**src/tmhl_pkg.sv**
```systemverilog
// Constants, types and mode codes shared by the hardware-limit timer.
// Assumes a single 40 MHz clock and a classic Wishbone slave port.
//
// Summary of operation
// - Level limit modes hold count reset: low input for b00110, high for b00111.
// - Level limit modes ignore the external input while run enable is clear.
// - Level limit resets on period match or two clocks after input asserts.
// - Level limit restarts after period match or two clocks after input release.
// - Drive stays high through an external reset until count reaches pulse width.
// - Software one shot b01000 resets count and clears run enable at match.
// - Software one shot pauses on clear; new cycle only after match cleared it.
// - Edge one shot starts on edge after run enable; clears it at match.
// - Edge one shot resumes only on a fresh edge after run enable set.
// - Edge limit one shot: first edge starts, later edges reset the count.
// - Edge limit one shot clears run enable at match; edges need run enable.
// - Level reset edge one shot holds reset at level, starts on active transition.
// - Level reset edge one shot clears run enable at match; needs new edge.
// - Monostable starts on edge after run enable and stops at period match.
// - Monostable ignores edges while counting; match gives no cycle start.
// - Level limit one shot counts once run enable set and input leaves reset.
// - Level limit one shot clears run enable at match, then holds reset.
// - Edge limit one shot signals cycle start on start and each reset edge.
// - Software one shot pause keeps drive until count reaches pulse width.
// - Level reset edge one shot match gives no cycle start.
// - Clear run enable resets the mode state machine.
// - Monostable stops at zero after match, run enable kept.

package tmhl_pkg;

	// ==========================================================
	// Register map
	localparam logic [3:0] OFS_CTRL   = 4'h0;
	localparam logic [3:0] OFS_PERIOD = 4'h4;
	localparam logic [3:0] OFS_COUNT  = 4'h8;
	localparam logic [3:0] OFS_STATUS = 4'hc;

	localparam int CTRL_ON_BIT   = 0;
	localparam int CTRL_MODE_LSB = 8;
	localparam logic [4:0] MODE_RESET_VAL   = 5'h00;
	localparam logic [7:0] PERIOD_RESET_VAL = 8'hff;

	// ==========================================================
	// Mode codes
	localparam logic [4:0] MODE_LVL_HL_LO  = 5'h06;
	localparam logic [4:0] MODE_LVL_HL_HI  = 5'h07;
	localparam logic [4:0] MODE_SW_ONESHOT = 5'h08;
	localparam logic [4:0] MODE_EOS_RISE   = 5'h09;
	localparam logic [4:0] MODE_EOS_FALL   = 5'h0a;
	localparam logic [4:0] MODE_EOS_ANY    = 5'h0b;
	localparam logic [4:0] MODE_EHL_RISE   = 5'h0c;
	localparam logic [4:0] MODE_EHL_FALL   = 5'h0d;
	localparam logic [4:0] MODE_LRE_LO     = 5'h0e;
	localparam logic [4:0] MODE_LRE_HI     = 5'h0f;
	localparam logic [4:0] MODE_MONO_RISE  = 5'h11;
	localparam logic [4:0] MODE_MONO_FALL  = 5'h12;
	localparam logic [4:0] MODE_MONO_ANY   = 5'h13;
	localparam logic [4:0] MODE_LHO_LO     = 5'h16;
	localparam logic [4:0] MODE_LHO_HI     = 5'h17;

	// ==========================================================
	// Types
	typedef enum logic [1:0] {
		ST_IDLE = 2'b01,
		ST_RUN  = 2'b10
	} tmhl_state_t;

	typedef struct packed {
		logic       cycle_start;
		logic [7:0] count_value;
	} tmhl_tb_t;

endpackage

```
**src/tmhl_timer.sv**
```systemverilog
// Hardware-limit timer mode control with a Wishbone register slave.
// Assumes the external reset input is sampled here through a synchroniser
// and that the attached compare/PWM unit reads the time-base struct.
//
// The implementer's own choices: the Wishbone slave port and the register addresses.
`timescale 1ns/10ps
`default_nettype none

module tmhl_timer #(
	parameter int CNT_W = 8
) (
	input  wire logic              sys_clk,
	input  wire logic              rst,
	input  wire logic              wb_cyc_i,
	input  wire logic              wb_stb_i,
	input  wire logic              wb_we_i,
	input  wire logic [3:0]        wb_adr_i,
	input  wire logic [3:0]        wb_sel_i,
	input  wire logic [31:0]       wb_dat_i,
	output logic      [31:0]       wb_dat_o,
	output logic                   wb_ack_o,
	input  wire logic              ext_reset_input,
	output tmhl_pkg::tmhl_tb_t     count_value_inst
);

	// ==========================================================
	// Elaboration check
	if (CNT_W != 8) begin : g_bad_width
		$error("tmhl_timer: CNT_W must be 8");
	end

	// ==========================================================
	// Registers
	logic                  on_reg;
	logic [4:0]            mode_reg;
	logic [CNT_W-1:0]      period_value;
	logic [CNT_W-1:0]      cnt_reg;
	logic [CNT_W-1:0]      cnt_next;
	tmhl_pkg::tmhl_state_t st_reg;
	tmhl_pkg::tmhl_state_t st_next;
	logic                  start_reg;
	logic                  start_next;
	logic                  hw_clear;
	logic                  ers_s1_reg;
	logic                  ers_s2_reg;
	logic                  ers_s3_reg;
	logic                  ack_reg;
	logic [31:0]           rdat_reg;

	logic                  wb_req;
	logic                  wr_ctrl;
	logic                  wr_period;
	logic                  rise;
	logic                  fall;
	logic                  rst_lvl;
	logic                  match;

	// ==========================================================
	// Functions
	function automatic logic edge_hit(input logic [1:0] sel, input logic r, input logic f);
		// 01 rising, 10 falling, 11 either
		edge_hit = (sel[0] & r) | (sel[1] & f);
	endfunction

	function automatic logic [CNT_W-1:0] inc(input logic [CNT_W-1:0] v);
		inc = v + {{(CNT_W-1){1'b0}}, 1'b1};
	endfunction

	// ==========================================================
	// Wishbone slave
	// Ack one cycle after the request, dropped the next cycle
	assign wb_req    = wb_cyc_i & wb_stb_i & ~ack_reg;
	assign wr_ctrl   = wb_req & wb_we_i & (wb_adr_i == tmhl_pkg::OFS_CTRL);
	assign wr_period = wb_req & wb_we_i & (wb_adr_i == tmhl_pkg::OFS_PERIOD) & wb_sel_i[0];

	always_ff @(posedge sys_clk or posedge rst) begin
		if (rst) begin
			ack_reg <= 1'b0;
		end else begin
			ack_reg <= wb_req;
		end
	end

	always_ff @(posedge sys_clk or posedge rst) begin
		if (rst) begin
			rdat_reg <= 32'h0000_0000;
		end else if (wb_req && !wb_we_i) begin
			if (wb_adr_i == tmhl_pkg::OFS_CTRL) begin
				rdat_reg <= {19'h0, mode_reg, 7'h00, on_reg};
			end else if (wb_adr_i == tmhl_pkg::OFS_PERIOD) begin
				rdat_reg <= {24'h0, period_value};
			end else if (wb_adr_i == tmhl_pkg::OFS_COUNT) begin
				rdat_reg <= {24'h0, cnt_reg};
			end else if (wb_adr_i == tmhl_pkg::OFS_STATUS) begin
				rdat_reg <= {28'h0, st_reg == tmhl_pkg::ST_RUN, ers_s2_reg, start_reg, on_reg};
			end else begin
				// Unmapped addresses read as zero
				rdat_reg <= 32'h0000_0000;
			end
		end
	end

	assign wb_ack_o = ack_reg;
	assign wb_dat_o = rdat_reg;

	// ==========================================================
	// Control registers
	// Software write beats a same-cycle hardware clear of run enable
	always_ff @(posedge sys_clk or posedge rst) begin
		if (rst) begin
			on_reg <= 1'b0;
		end else if (wr_ctrl && wb_sel_i[0]) begin
			on_reg <= wb_dat_i[tmhl_pkg::CTRL_ON_BIT];
		end else if (hw_clear) begin
			on_reg <= 1'b0;
		end
	end

	always_ff @(posedge sys_clk or posedge rst) begin
		if (rst) begin
			mode_reg <= tmhl_pkg::MODE_RESET_VAL;
		end else if (wr_ctrl && wb_sel_i[1]) begin
			mode_reg <= wb_dat_i[tmhl_pkg::CTRL_MODE_LSB +: 5];
		end
	end

	always_ff @(posedge sys_clk or posedge rst) begin
		if (rst) begin
			period_value <= tmhl_pkg::PERIOD_RESET_VAL;
		end else if (wr_period) begin
			period_value <= wb_dat_i[CNT_W-1:0];
		end
	end

	// ==========================================================
	// External input synchroniser
	// Stage one feeds only stage two; edges use stages two and three
	always_ff @(posedge sys_clk or posedge rst) begin
		if (rst) begin
			ers_s1_reg <= 1'b0;
			ers_s2_reg <= 1'b0;
			ers_s3_reg <= 1'b0;
		end else begin
			ers_s1_reg <= ext_reset_input;
			ers_s2_reg <= ers_s1_reg;
			ers_s3_reg <= ers_s2_reg;
		end
	end

	assign rise    = ers_s2_reg & ~ers_s3_reg;
	assign fall    = ~ers_s2_reg & ers_s3_reg;
	// Mode bit zero picks the reset level: clear means low resets
	assign rst_lvl = mode_reg[0] ? ers_s2_reg : ~ers_s2_reg;
	assign match   = (cnt_reg == period_value);

	// ==========================================================
	// Mode engine
	always_comb begin
		cnt_next   = cnt_reg;
		st_next    = st_reg;
		start_next = 1'b0;
		hw_clear   = 1'b0;
		if (!on_reg) begin
			// Count kept so a paused one shot can resume
			st_next = tmhl_pkg::ST_IDLE;
		end else begin
			case (mode_reg)
				tmhl_pkg::MODE_LVL_HL_LO, tmhl_pkg::MODE_LVL_HL_HI: begin
					if (rst_lvl) begin
						cnt_next = '0;
						st_next  = tmhl_pkg::ST_IDLE;
					end else if (st_reg == tmhl_pkg::ST_IDLE) begin
						st_next    = tmhl_pkg::ST_RUN;
						start_next = 1'b1;
					end else if (match) begin
						cnt_next   = '0;
						start_next = 1'b1;
					end else begin
						// Pulse width compare left to the PWM unit
						cnt_next = inc(cnt_reg);
					end
				end
				tmhl_pkg::MODE_SW_ONESHOT: begin
					if (st_reg == tmhl_pkg::ST_IDLE) begin
						st_next    = tmhl_pkg::ST_RUN;
						// Resume after a pause gives no new start
						start_next = (cnt_reg == '0);
					end else if (match) begin
						cnt_next = '0;
						hw_clear = 1'b1;
						st_next  = tmhl_pkg::ST_IDLE;
					end else begin
						cnt_next = inc(cnt_reg);
					end
				end
				tmhl_pkg::MODE_EOS_RISE, tmhl_pkg::MODE_EOS_FALL,
				tmhl_pkg::MODE_EOS_ANY: begin
					if (st_reg == tmhl_pkg::ST_IDLE) begin
						if (edge_hit(mode_reg[1:0], rise, fall)) begin
							st_next    = tmhl_pkg::ST_RUN;
							start_next = 1'b1;
						end
					end else if (match) begin
						cnt_next = '0;
						hw_clear = 1'b1;
						st_next  = tmhl_pkg::ST_IDLE;
					end else begin
						cnt_next = inc(cnt_reg);
					end
				end
				tmhl_pkg::MODE_EHL_RISE, tmhl_pkg::MODE_EHL_FALL: begin
					if (st_reg == tmhl_pkg::ST_IDLE) begin
						if (mode_reg[0] ? fall : rise) begin
							st_next    = tmhl_pkg::ST_RUN;
							start_next = 1'b1;
						end
					end else if (mode_reg[0] ? fall : rise) begin
						cnt_next   = '0;
						start_next = 1'b1;
					end else if (match) begin
						cnt_next = '0;
						hw_clear = 1'b1;
						st_next  = tmhl_pkg::ST_IDLE;
					end else begin
						cnt_next = inc(cnt_reg);
					end
				end
				tmhl_pkg::MODE_LRE_LO, tmhl_pkg::MODE_LRE_HI: begin
					if (rst_lvl) begin
						cnt_next = '0;
						st_next  = tmhl_pkg::ST_IDLE;
					end else if (st_reg == tmhl_pkg::ST_IDLE) begin
						// Low reset starts on rise, high reset on fall
						if (mode_reg[0] ? fall : rise) begin
							st_next    = tmhl_pkg::ST_RUN;
							start_next = 1'b1;
						end
					end else if (match) begin
						cnt_next = '0;
						hw_clear = 1'b1;
						st_next  = tmhl_pkg::ST_IDLE;
					end else begin
						cnt_next = inc(cnt_reg);
					end
				end
				tmhl_pkg::MODE_MONO_RISE, tmhl_pkg::MODE_MONO_FALL,
				tmhl_pkg::MODE_MONO_ANY: begin
					if (st_reg == tmhl_pkg::ST_IDLE) begin
						if (edge_hit(mode_reg[1:0], rise, fall)) begin
							st_next    = tmhl_pkg::ST_RUN;
							start_next = 1'b1;
						end
					end else if (match) begin
						// Run enable kept; the next edge rearms
						cnt_next = '0;
						st_next  = tmhl_pkg::ST_IDLE;
					end else begin
						cnt_next = inc(cnt_reg);
					end
				end
				tmhl_pkg::MODE_LHO_LO, tmhl_pkg::MODE_LHO_HI: begin
					if (rst_lvl) begin
						cnt_next = '0;
						st_next  = tmhl_pkg::ST_IDLE;
					end else if (st_reg == tmhl_pkg::ST_IDLE) begin
						st_next    = tmhl_pkg::ST_RUN;
						start_next = 1'b1;
					end else if (match) begin
						cnt_next = '0;
						hw_clear = 1'b1;
						st_next  = tmhl_pkg::ST_IDLE;
					end else begin
						cnt_next = inc(cnt_reg);
					end
				end
				default: begin
					// Unsupported codes behave as a free-running period timer
					if (st_reg == tmhl_pkg::ST_IDLE) begin
						st_next    = tmhl_pkg::ST_RUN;
						start_next = 1'b1;
					end else if (match) begin
						cnt_next   = '0;
						start_next = 1'b1;
					end else begin
						cnt_next = inc(cnt_reg);
					end
				end
			endcase
		end
	end

	// ==========================================================
	// Counter, state and cycle start
	always_ff @(posedge sys_clk or posedge rst) begin
		if (rst) begin
			cnt_reg <= '0;
		end else begin
			cnt_reg <= cnt_next;
		end
	end

	always_ff @(posedge sys_clk or posedge rst) begin
		if (rst) begin
			st_reg <= tmhl_pkg::ST_IDLE;
		end else begin
			st_reg <= st_next;
		end
	end

	always_ff @(posedge sys_clk or posedge rst) begin
		if (rst) begin
			start_reg <= 1'b0;
		end else begin
			start_reg <= start_next;
		end
	end

	assign count_value_inst = {start_reg, cnt_reg};

endmodule

`default_nettype wire

```
**config.mk**
```make
export PLATFORM = sky130hd
export DESIGN_NAME = tmhl_timer
export DESIGN_NICKNAME = d
export VERILOG_FILES = /design/src/tmhl_pkg.sv /design/src/tmhl_timer.sv
export SDC_FILE = /design/constraint.sdc
export NUM_CORES = 1
export LEC_CHECK = 0
export BUFFER_PORTS_ARGS = -buffer_cell sky130_fd_sc_hd__buf_4
export CAP_MARGIN = 10
export CORE_UTILIZATION = 46
export DETAILED_ROUTE_END_ITERATION = 10
export PLACE_DENSITY = 0.85
export RECOVER_POWER = 50
export SLEW_MARGIN = 20
export SYNTH_ARGS = -nofsm -noshare
export SYNTH_HDL_FRONTEND = slang
export SYNTH_SLANG_ARGS = --single-unit
```
**constraint.sdc**
```tcl
create_clock -name sys_clk -period 2 [get_ports sys_clk]
set_input_delay 0.3 -clock sys_clk [delete_from_list [all_inputs] [get_ports sys_clk]]
set_output_delay 0.3 -clock sys_clk [all_outputs]
set_load 0.02 [all_outputs]
```
== After elaboration in Yosys (flattened, before gate mapping) ==
Index checks and enable logic that the tools add are counted.

* Input bits: 46
* Memory bits (read-only): 0
* Register bits after elaboration: 61
* Output and inout bits: 42
* Memories: 0
* Bits in latches: 0
* Word-level logic and storage cells: 114
* Bits in writable memories: 0

* Add/subtract/negate cells: 1
* Shift operators: 0
* Multiplexer cells: 47
* Div/mod/pow operators: 0
* Reductions and logical operators: 17
* Bitwise gates (word level): 14
* Equality and inequality tests: 24
* Multipliers: 0
* Order comparisons: 0

{| class="wikitable"
|+ Operators with widths
! kind !! count
|-
| 8-bit 2-to-1 mux || 7
|-
| 5-bit by 4-bit equality test with 1-bit output (second input constant) || 8
|-
| 2-bit 2-to-1 mux || 13
|-
| 5-bit equality test (second input constant) || 5
|-
| 1-bit 2-to-1 mux || 21
|-
| 8-bit case mux with 2 select lines || 1
|-
| 13-bit 2-to-1 mux || 1
|-
| 2-bit case mux with 6 select lines || 1
|-
| 6-bit OR reduction || 2
|-
| 1-bit bitwise AND || 10
|-
| 5-bit by 3-bit equality test with 1-bit output (second input constant) || 2
|-
| 8-bit by 1-bit adder with 8-bit output (second input constant) || 1
|-
| 4-bit equality test (second input constant) || 2
|-
| 8-bit equality test || 1
|-
| 8-bit logical NOT || 1
|-
| 2-bit OR reduction || 4
|-
| 4-bit OR reduction || 2
|-
| 1-bit case mux with 6 select lines || 1
|-
| 4-bit by 3-bit equality test with 1-bit output (second input constant) || 1
|-
| 4-bit logical NOT || 1
|-
| 4-bit 2-to-1 mux || 1
|-
| 4-bit by 3-bit != test with 1-bit output (second input constant) || 1
|-
| 4-bit != test (second input constant) || 1
|-
| 2-bit AND reduction || 2
|-
| 9 further kinds || 13
|}

== Longest topological paths before layout ==
* Word-level depth: 9
* Depth in mapped cells: 7
* Mapped depth without buffers: 7

== Least setup slack after synthesis ==
OpenSTA, ideal clock, no wires.

* Path type: register -> register
* Start point: register cnt_reg[3]
* End point: register on_reg
* Data arrival time: 1.843 ns
* Clock period less this slack: 1.968 ns
* Setup slack: 0.032 ns
* Library setup time: 0.125 ns
* Path buffers: 1
* Required time: 1.875 ns
* Cell stages (with the launch flop): 7
* Path through: dfrtp_1 > buf_6 > xor2_2 > nor4_4 > nand2_4 > o31a_1 > mux2_4

* Word-level cells in the longest chain between the ends: 7
* Elaborated cells between the ends (all ways): 9
* Classes of those cells: eq/ne (1); mux (7); reduce/logical (1)

{| class="wikitable"
|+ RTL lines
! element !! line !! source
|-
| start: declaration || tmhl_timer.sv:37 || <nowiki>logic [CNT_W-1:0] cnt_reg;</nowiki>
|-
| start signal: assignment || tmhl_timer.sv:298 || <nowiki>cnt_reg <= cnt_next;</nowiki>
|-
| 8-bit equality test * || tmhl_timer.sv:154 || <nowiki>assign match = (cnt_reg == period_value);</nowiki>
|-
| 1-bit 2-to-1 mux * || n/a ||
|-
| 1-bit 2-to-1 mux (on tied branches) || tmhl_timer.sv:232, tmhl_timer.sv:217 ||
|-
| 1-bit 2-to-1 mux (on tied branches) || tmhl_timer.sv:262, tmhl_timer.sv:212 ||
|-
| 1-bit case mux with 3 select lines * || tmhl_timer.sv:167 || <nowiki>case (mode_reg)</nowiki>
|-
| 1-bit 2-to-1 mux * || tmhl_timer.sv:163 || <nowiki>if (!on_reg) begin</nowiki>
|-
| 2-bit nonzero test (no source line) * || n/a ||
|-
| end signal: assignment || tmhl_timer.sv:113 || <nowiki>on_reg <= wb_dat_i[tmhl_pkg::CTRL_ON_BIT];</nowiki>
|-
| end: declaration || tmhl_timer.sv:34 || <nowiki>logic on_reg;</nowiki>
|}

Every way passes the cells marked *; elsewhere a longest branch is shown, timed or not.
A chain may end at the register's enable or synchronous reset.

== Worst setup path after layout ==
* Start point: register period_value[0]
* End point: register cnt_reg[6]

* Word-level cells in the longest chain between the ends: 5
* Elaborated cells between the ends (all ways): 7
* Classes of those cells: eq/ne (1); mux (6)

{| class="wikitable"
|+ RTL lines
! element !! line !! source
|-
| start: declaration || tmhl_timer.sv:36 || <nowiki>logic [CNT_W-1:0] period_value;</nowiki>
|-
| start signal: assignment || tmhl_timer.sv:129 || <nowiki>period_value <= tmhl_pkg::PERIOD_RESET_VAL;</nowiki>
|-
| start signal: assignment || tmhl_timer.sv:131 || <nowiki>period_value <= wb_dat_i[CNT_W-1:0];</nowiki>
|-
| 8-bit equality test * || tmhl_timer.sv:154 ||
|-
| 8-bit 2-to-1 mux * || n/a ||
|-
| 8-bit 2-to-1 mux (on tied branches) || tmhl_timer.sv:265, tmhl_timer.sv:217 ||
|-
| 8-bit 2-to-1 mux (on tied branches) || tmhl_timer.sv:229, tmhl_timer.sv:212 ||
|-
| 8-bit case mux with 2 select lines * || tmhl_timer.sv:167 ||
|}

Every way passes the cells marked *; elsewhere a longest branch is shown, timed or not. The select of a mux whose other input is x is not followed.

==> metrics <==
Row Count=27; reg2reg setup slack=60 ps; Layout Skew=4.55 ps; share of cells above drive strength 1=34.9%; total CTS buffers=5; Reg-to-Reg Start=period_value[0]; peak supply drop=0.281 mV; Critical Path Fanout Max=5; CP most frequent cell=buf_4; Detailed Route Iter0 Violations=248; die area=0.00608 mm^2; post-route setup TNS=0 ps; TritonRoute pass-1 iters=5; register area share after synthesis=40.0%; fillers=458; Tightest Pin Transition=1050 ps; max FFs per register=13; max-slew violations=0; Worst path slowest cell=dfstp_2; crit path from=period_value[0]; initial antenna violation count=0; drt via density=5.71; HP Class=in -> reg; PwrDens=660 mW/mm^2; clk_lat worst skew=300 ps; Hold Startpoint=ext_reset_input; CP Cell Sequence=xor2_2 > nor4_4 > nand2_4 > buf_4 > buf_4 > nand3_1 > a31oi_1; final estimated routing congestion in global placement=0.903; Worst setup SP type=flip-flop; Die Wd=78.0 um; post-synthesis mux area share=6.88%; Place WS=32.4 ps; clock buffer depth=2; period utilization=96.9%; first-pass GRT wire length=10800 um; Crit Path Class=reg -> reg; Max Cap Viol=0; CTS Sinks=42; syn_area_per_cell=9.65 um^2; CTS tree=yes; Starting Density=47.9%; core area=0.00554 mm^2; root cell of the clock tree=clkbuf_8; area growth from synthesis to layout=22.9%; # diodes=0; vias in the first global route=2226; ys flop type=dfrtp_1; Nets=385; Mapped Cells=275; max_slew headroom=30.0%; CP required=2160 ps; Congestion Overflow GR=0; Compound-Gate Fraction of Synth Area=19.0%; number of routed nets with antenna violations=0; post-synthesis async set-or-reset flop share=100%; # setup viols final=0; status=complete, no violations; Detailed Place HPWL=4730 um; via count=2340; setup ws final=62.5 ps; main combinational cell family by area after synthesis=compound AO/OA/AOI/OAI gates; final core utilization=58.9%; PortBufs=47; count of cell types in the netlist=56; Synth Warn #=0; XOR/XNOR Fraction of Synth Area=3.58%; worst path arrival time=2100 ps; Final Hold Vio Count=0; H-Tree Level Count=2; Post-route DRC=0; mapped cell area=0.00265 mm^2; largest net degree at the start of global routing=43; commonest non-fill, non-tap cell in the layout=buf_4; unrepaired setup endpoints after global routing=no; Pwr Total=2.15 mW; overall routing resource usage=22.7%; drt wl/cell=16.2 um; simple-gate share of the synthesized area=19.0%; commonest non-fill, non-tap cells in the layout=buf_4, dfrtp_1, nand2_1; number of synthesized flops with an enable pin=0; Tmin final=1940 ps; CP endpoint kind=flip-flop; CP max stage delay=580 ps; LEAKAGE=1.50 nW; Post-Synth Adder-Cell Area=0.943%; CTS clk-pin slew, worst paths=80 ps; chip height=78.0 um; WHS=123 ps; f_max=516 MHz; #FFs+latches synth=42; final WL=6620 um; I/O pin cnt=88
==> timing repair <==
item / CTS / global route
pin swaps: 1 / 6
resized for setup: 1 / 3
setup endpoints to repair: 2 / 9
hold buffers: 0 / 0
setup buffers: 0 / 4
==> area by class of cell <==
cell class / count / area [um^2] / area share (%)
repair buffers: 75 / 551 / 16.9
clock buffers: 6 / 72.6 / 2.22
inverters: 8 / 30.0 / 0.921
clock inverters: 2 / 37.5 / 1.15
well taps: 72 / 90.1 / 2.76
flip-flops and latches: 42 / 1060 / 32.6
multi-input cells: 205 / 1420 / 43.5
==> report_power, final <==
part | internal [mW] | leakage (nW) | switching [mW]
sequential | 0.895 | 0.544 | 0.0461
clock | 0.373 | 0.0514 | 0.306
combinational | 0.232 | 0.902 | 0.301
total | 1.50 | 1.50 | 0.652
==> path summary, 6_finish.rpt <==
| kind | end | cells past startpoint |
|---|---|---|
| worst max-delay path | cnt_reg[6] | 7 |
| worst min-delay path | ers_s1_reg | 1 |
| worst max register to register | cnt_reg[6] | 7 |
| worst min register to register | ers_s2_reg | 0 |
| max in group asynchronous | cnt_reg[6] | 3 |
| min in group asynchronous | wb_dat_o[10] | 3 |
==> through the flow <==
stage,instance area (um^2),std cells
after floorplan,2720,293
after global placement,3100,398
after detailed placement,3100,398
after CTS,3220,406
after global routing,3260,410
final,3260,410
==> cell families (layout without fill, tap and decap cells) <==
kind of cell,count (synthesis),count (layout)
multiplexers,16,16
AO/OA/AOI/OAI,71,71
flip-flops,42,42
buffers and inverters,46,91
adder cells (fa/ha/maj),2,2
XOR/XNOR,10,10
other,1,19
AND/OR/NAND/NOR,87,87
==> worst max-delay path, delay by kind of cell, from the launching register on <==
family                 cells  cell delay (ps)
XOR/XNOR                   1               90
buffers and inverters      2              300
AO/OA/AOI/OAI              1              110
AND/OR/NAND/NOR            3              730
flip-flops                 1              580
==> cells in the mapped netlist (2+ instances only) <==
master / count / area [um^2]
a31oi_1: 14 / 87.6
xor2_1: 8 / 70.1
mux2_2: 14 / 158
inv_1: 8 / 30.0
dfrtp_1: 33 / 826
or2_2: 2 / 12.5
nor3_1: 3 / 15.0
buf_4: 21 / 158
nor2b_1: 8 / 50.1
o31ai_1: 6 / 45.0
o21ai_0: 16 / 80.1
nand2_1: 27 / 101
nand3_1: 12 / 60.1
buf_6: 2 / 22.5
dfstp_2: 9 / 236
nor2_1: 8 / 30.0
o31a_1: 2 / 17.5
nand2b_1: 3 / 18.8
and3_1: 5 / 31.3
nand4_1: 3 / 18.8
buf_2: 6 / 30.0
o41ai_1: 2 / 17.5
a21oi_1: 8 / 40.0
a22oi_1: 6 / 45.0
nor4_4: 2 / 42.5
and3_2: 2 / 15.0
ha_1: 2 / 25.0
nand3b_1: 4 / 30.0
a31o_2: 2 / 17.5
o211ai_1: 2 / 15.0
clkbuf_1: 9 / 33.8
a221oi_1: 2 / 17.5
==> per-layer routing <==
layer  wire (um)  vias up  track usage (%)
met2        3260      124             38.7
met3         445       16             3.88
met5           0        -                0
li1            -     1080                -
met1        2790     1120             29.2
met4         131        0             7.59
Power figures use the tool's default switching activity.
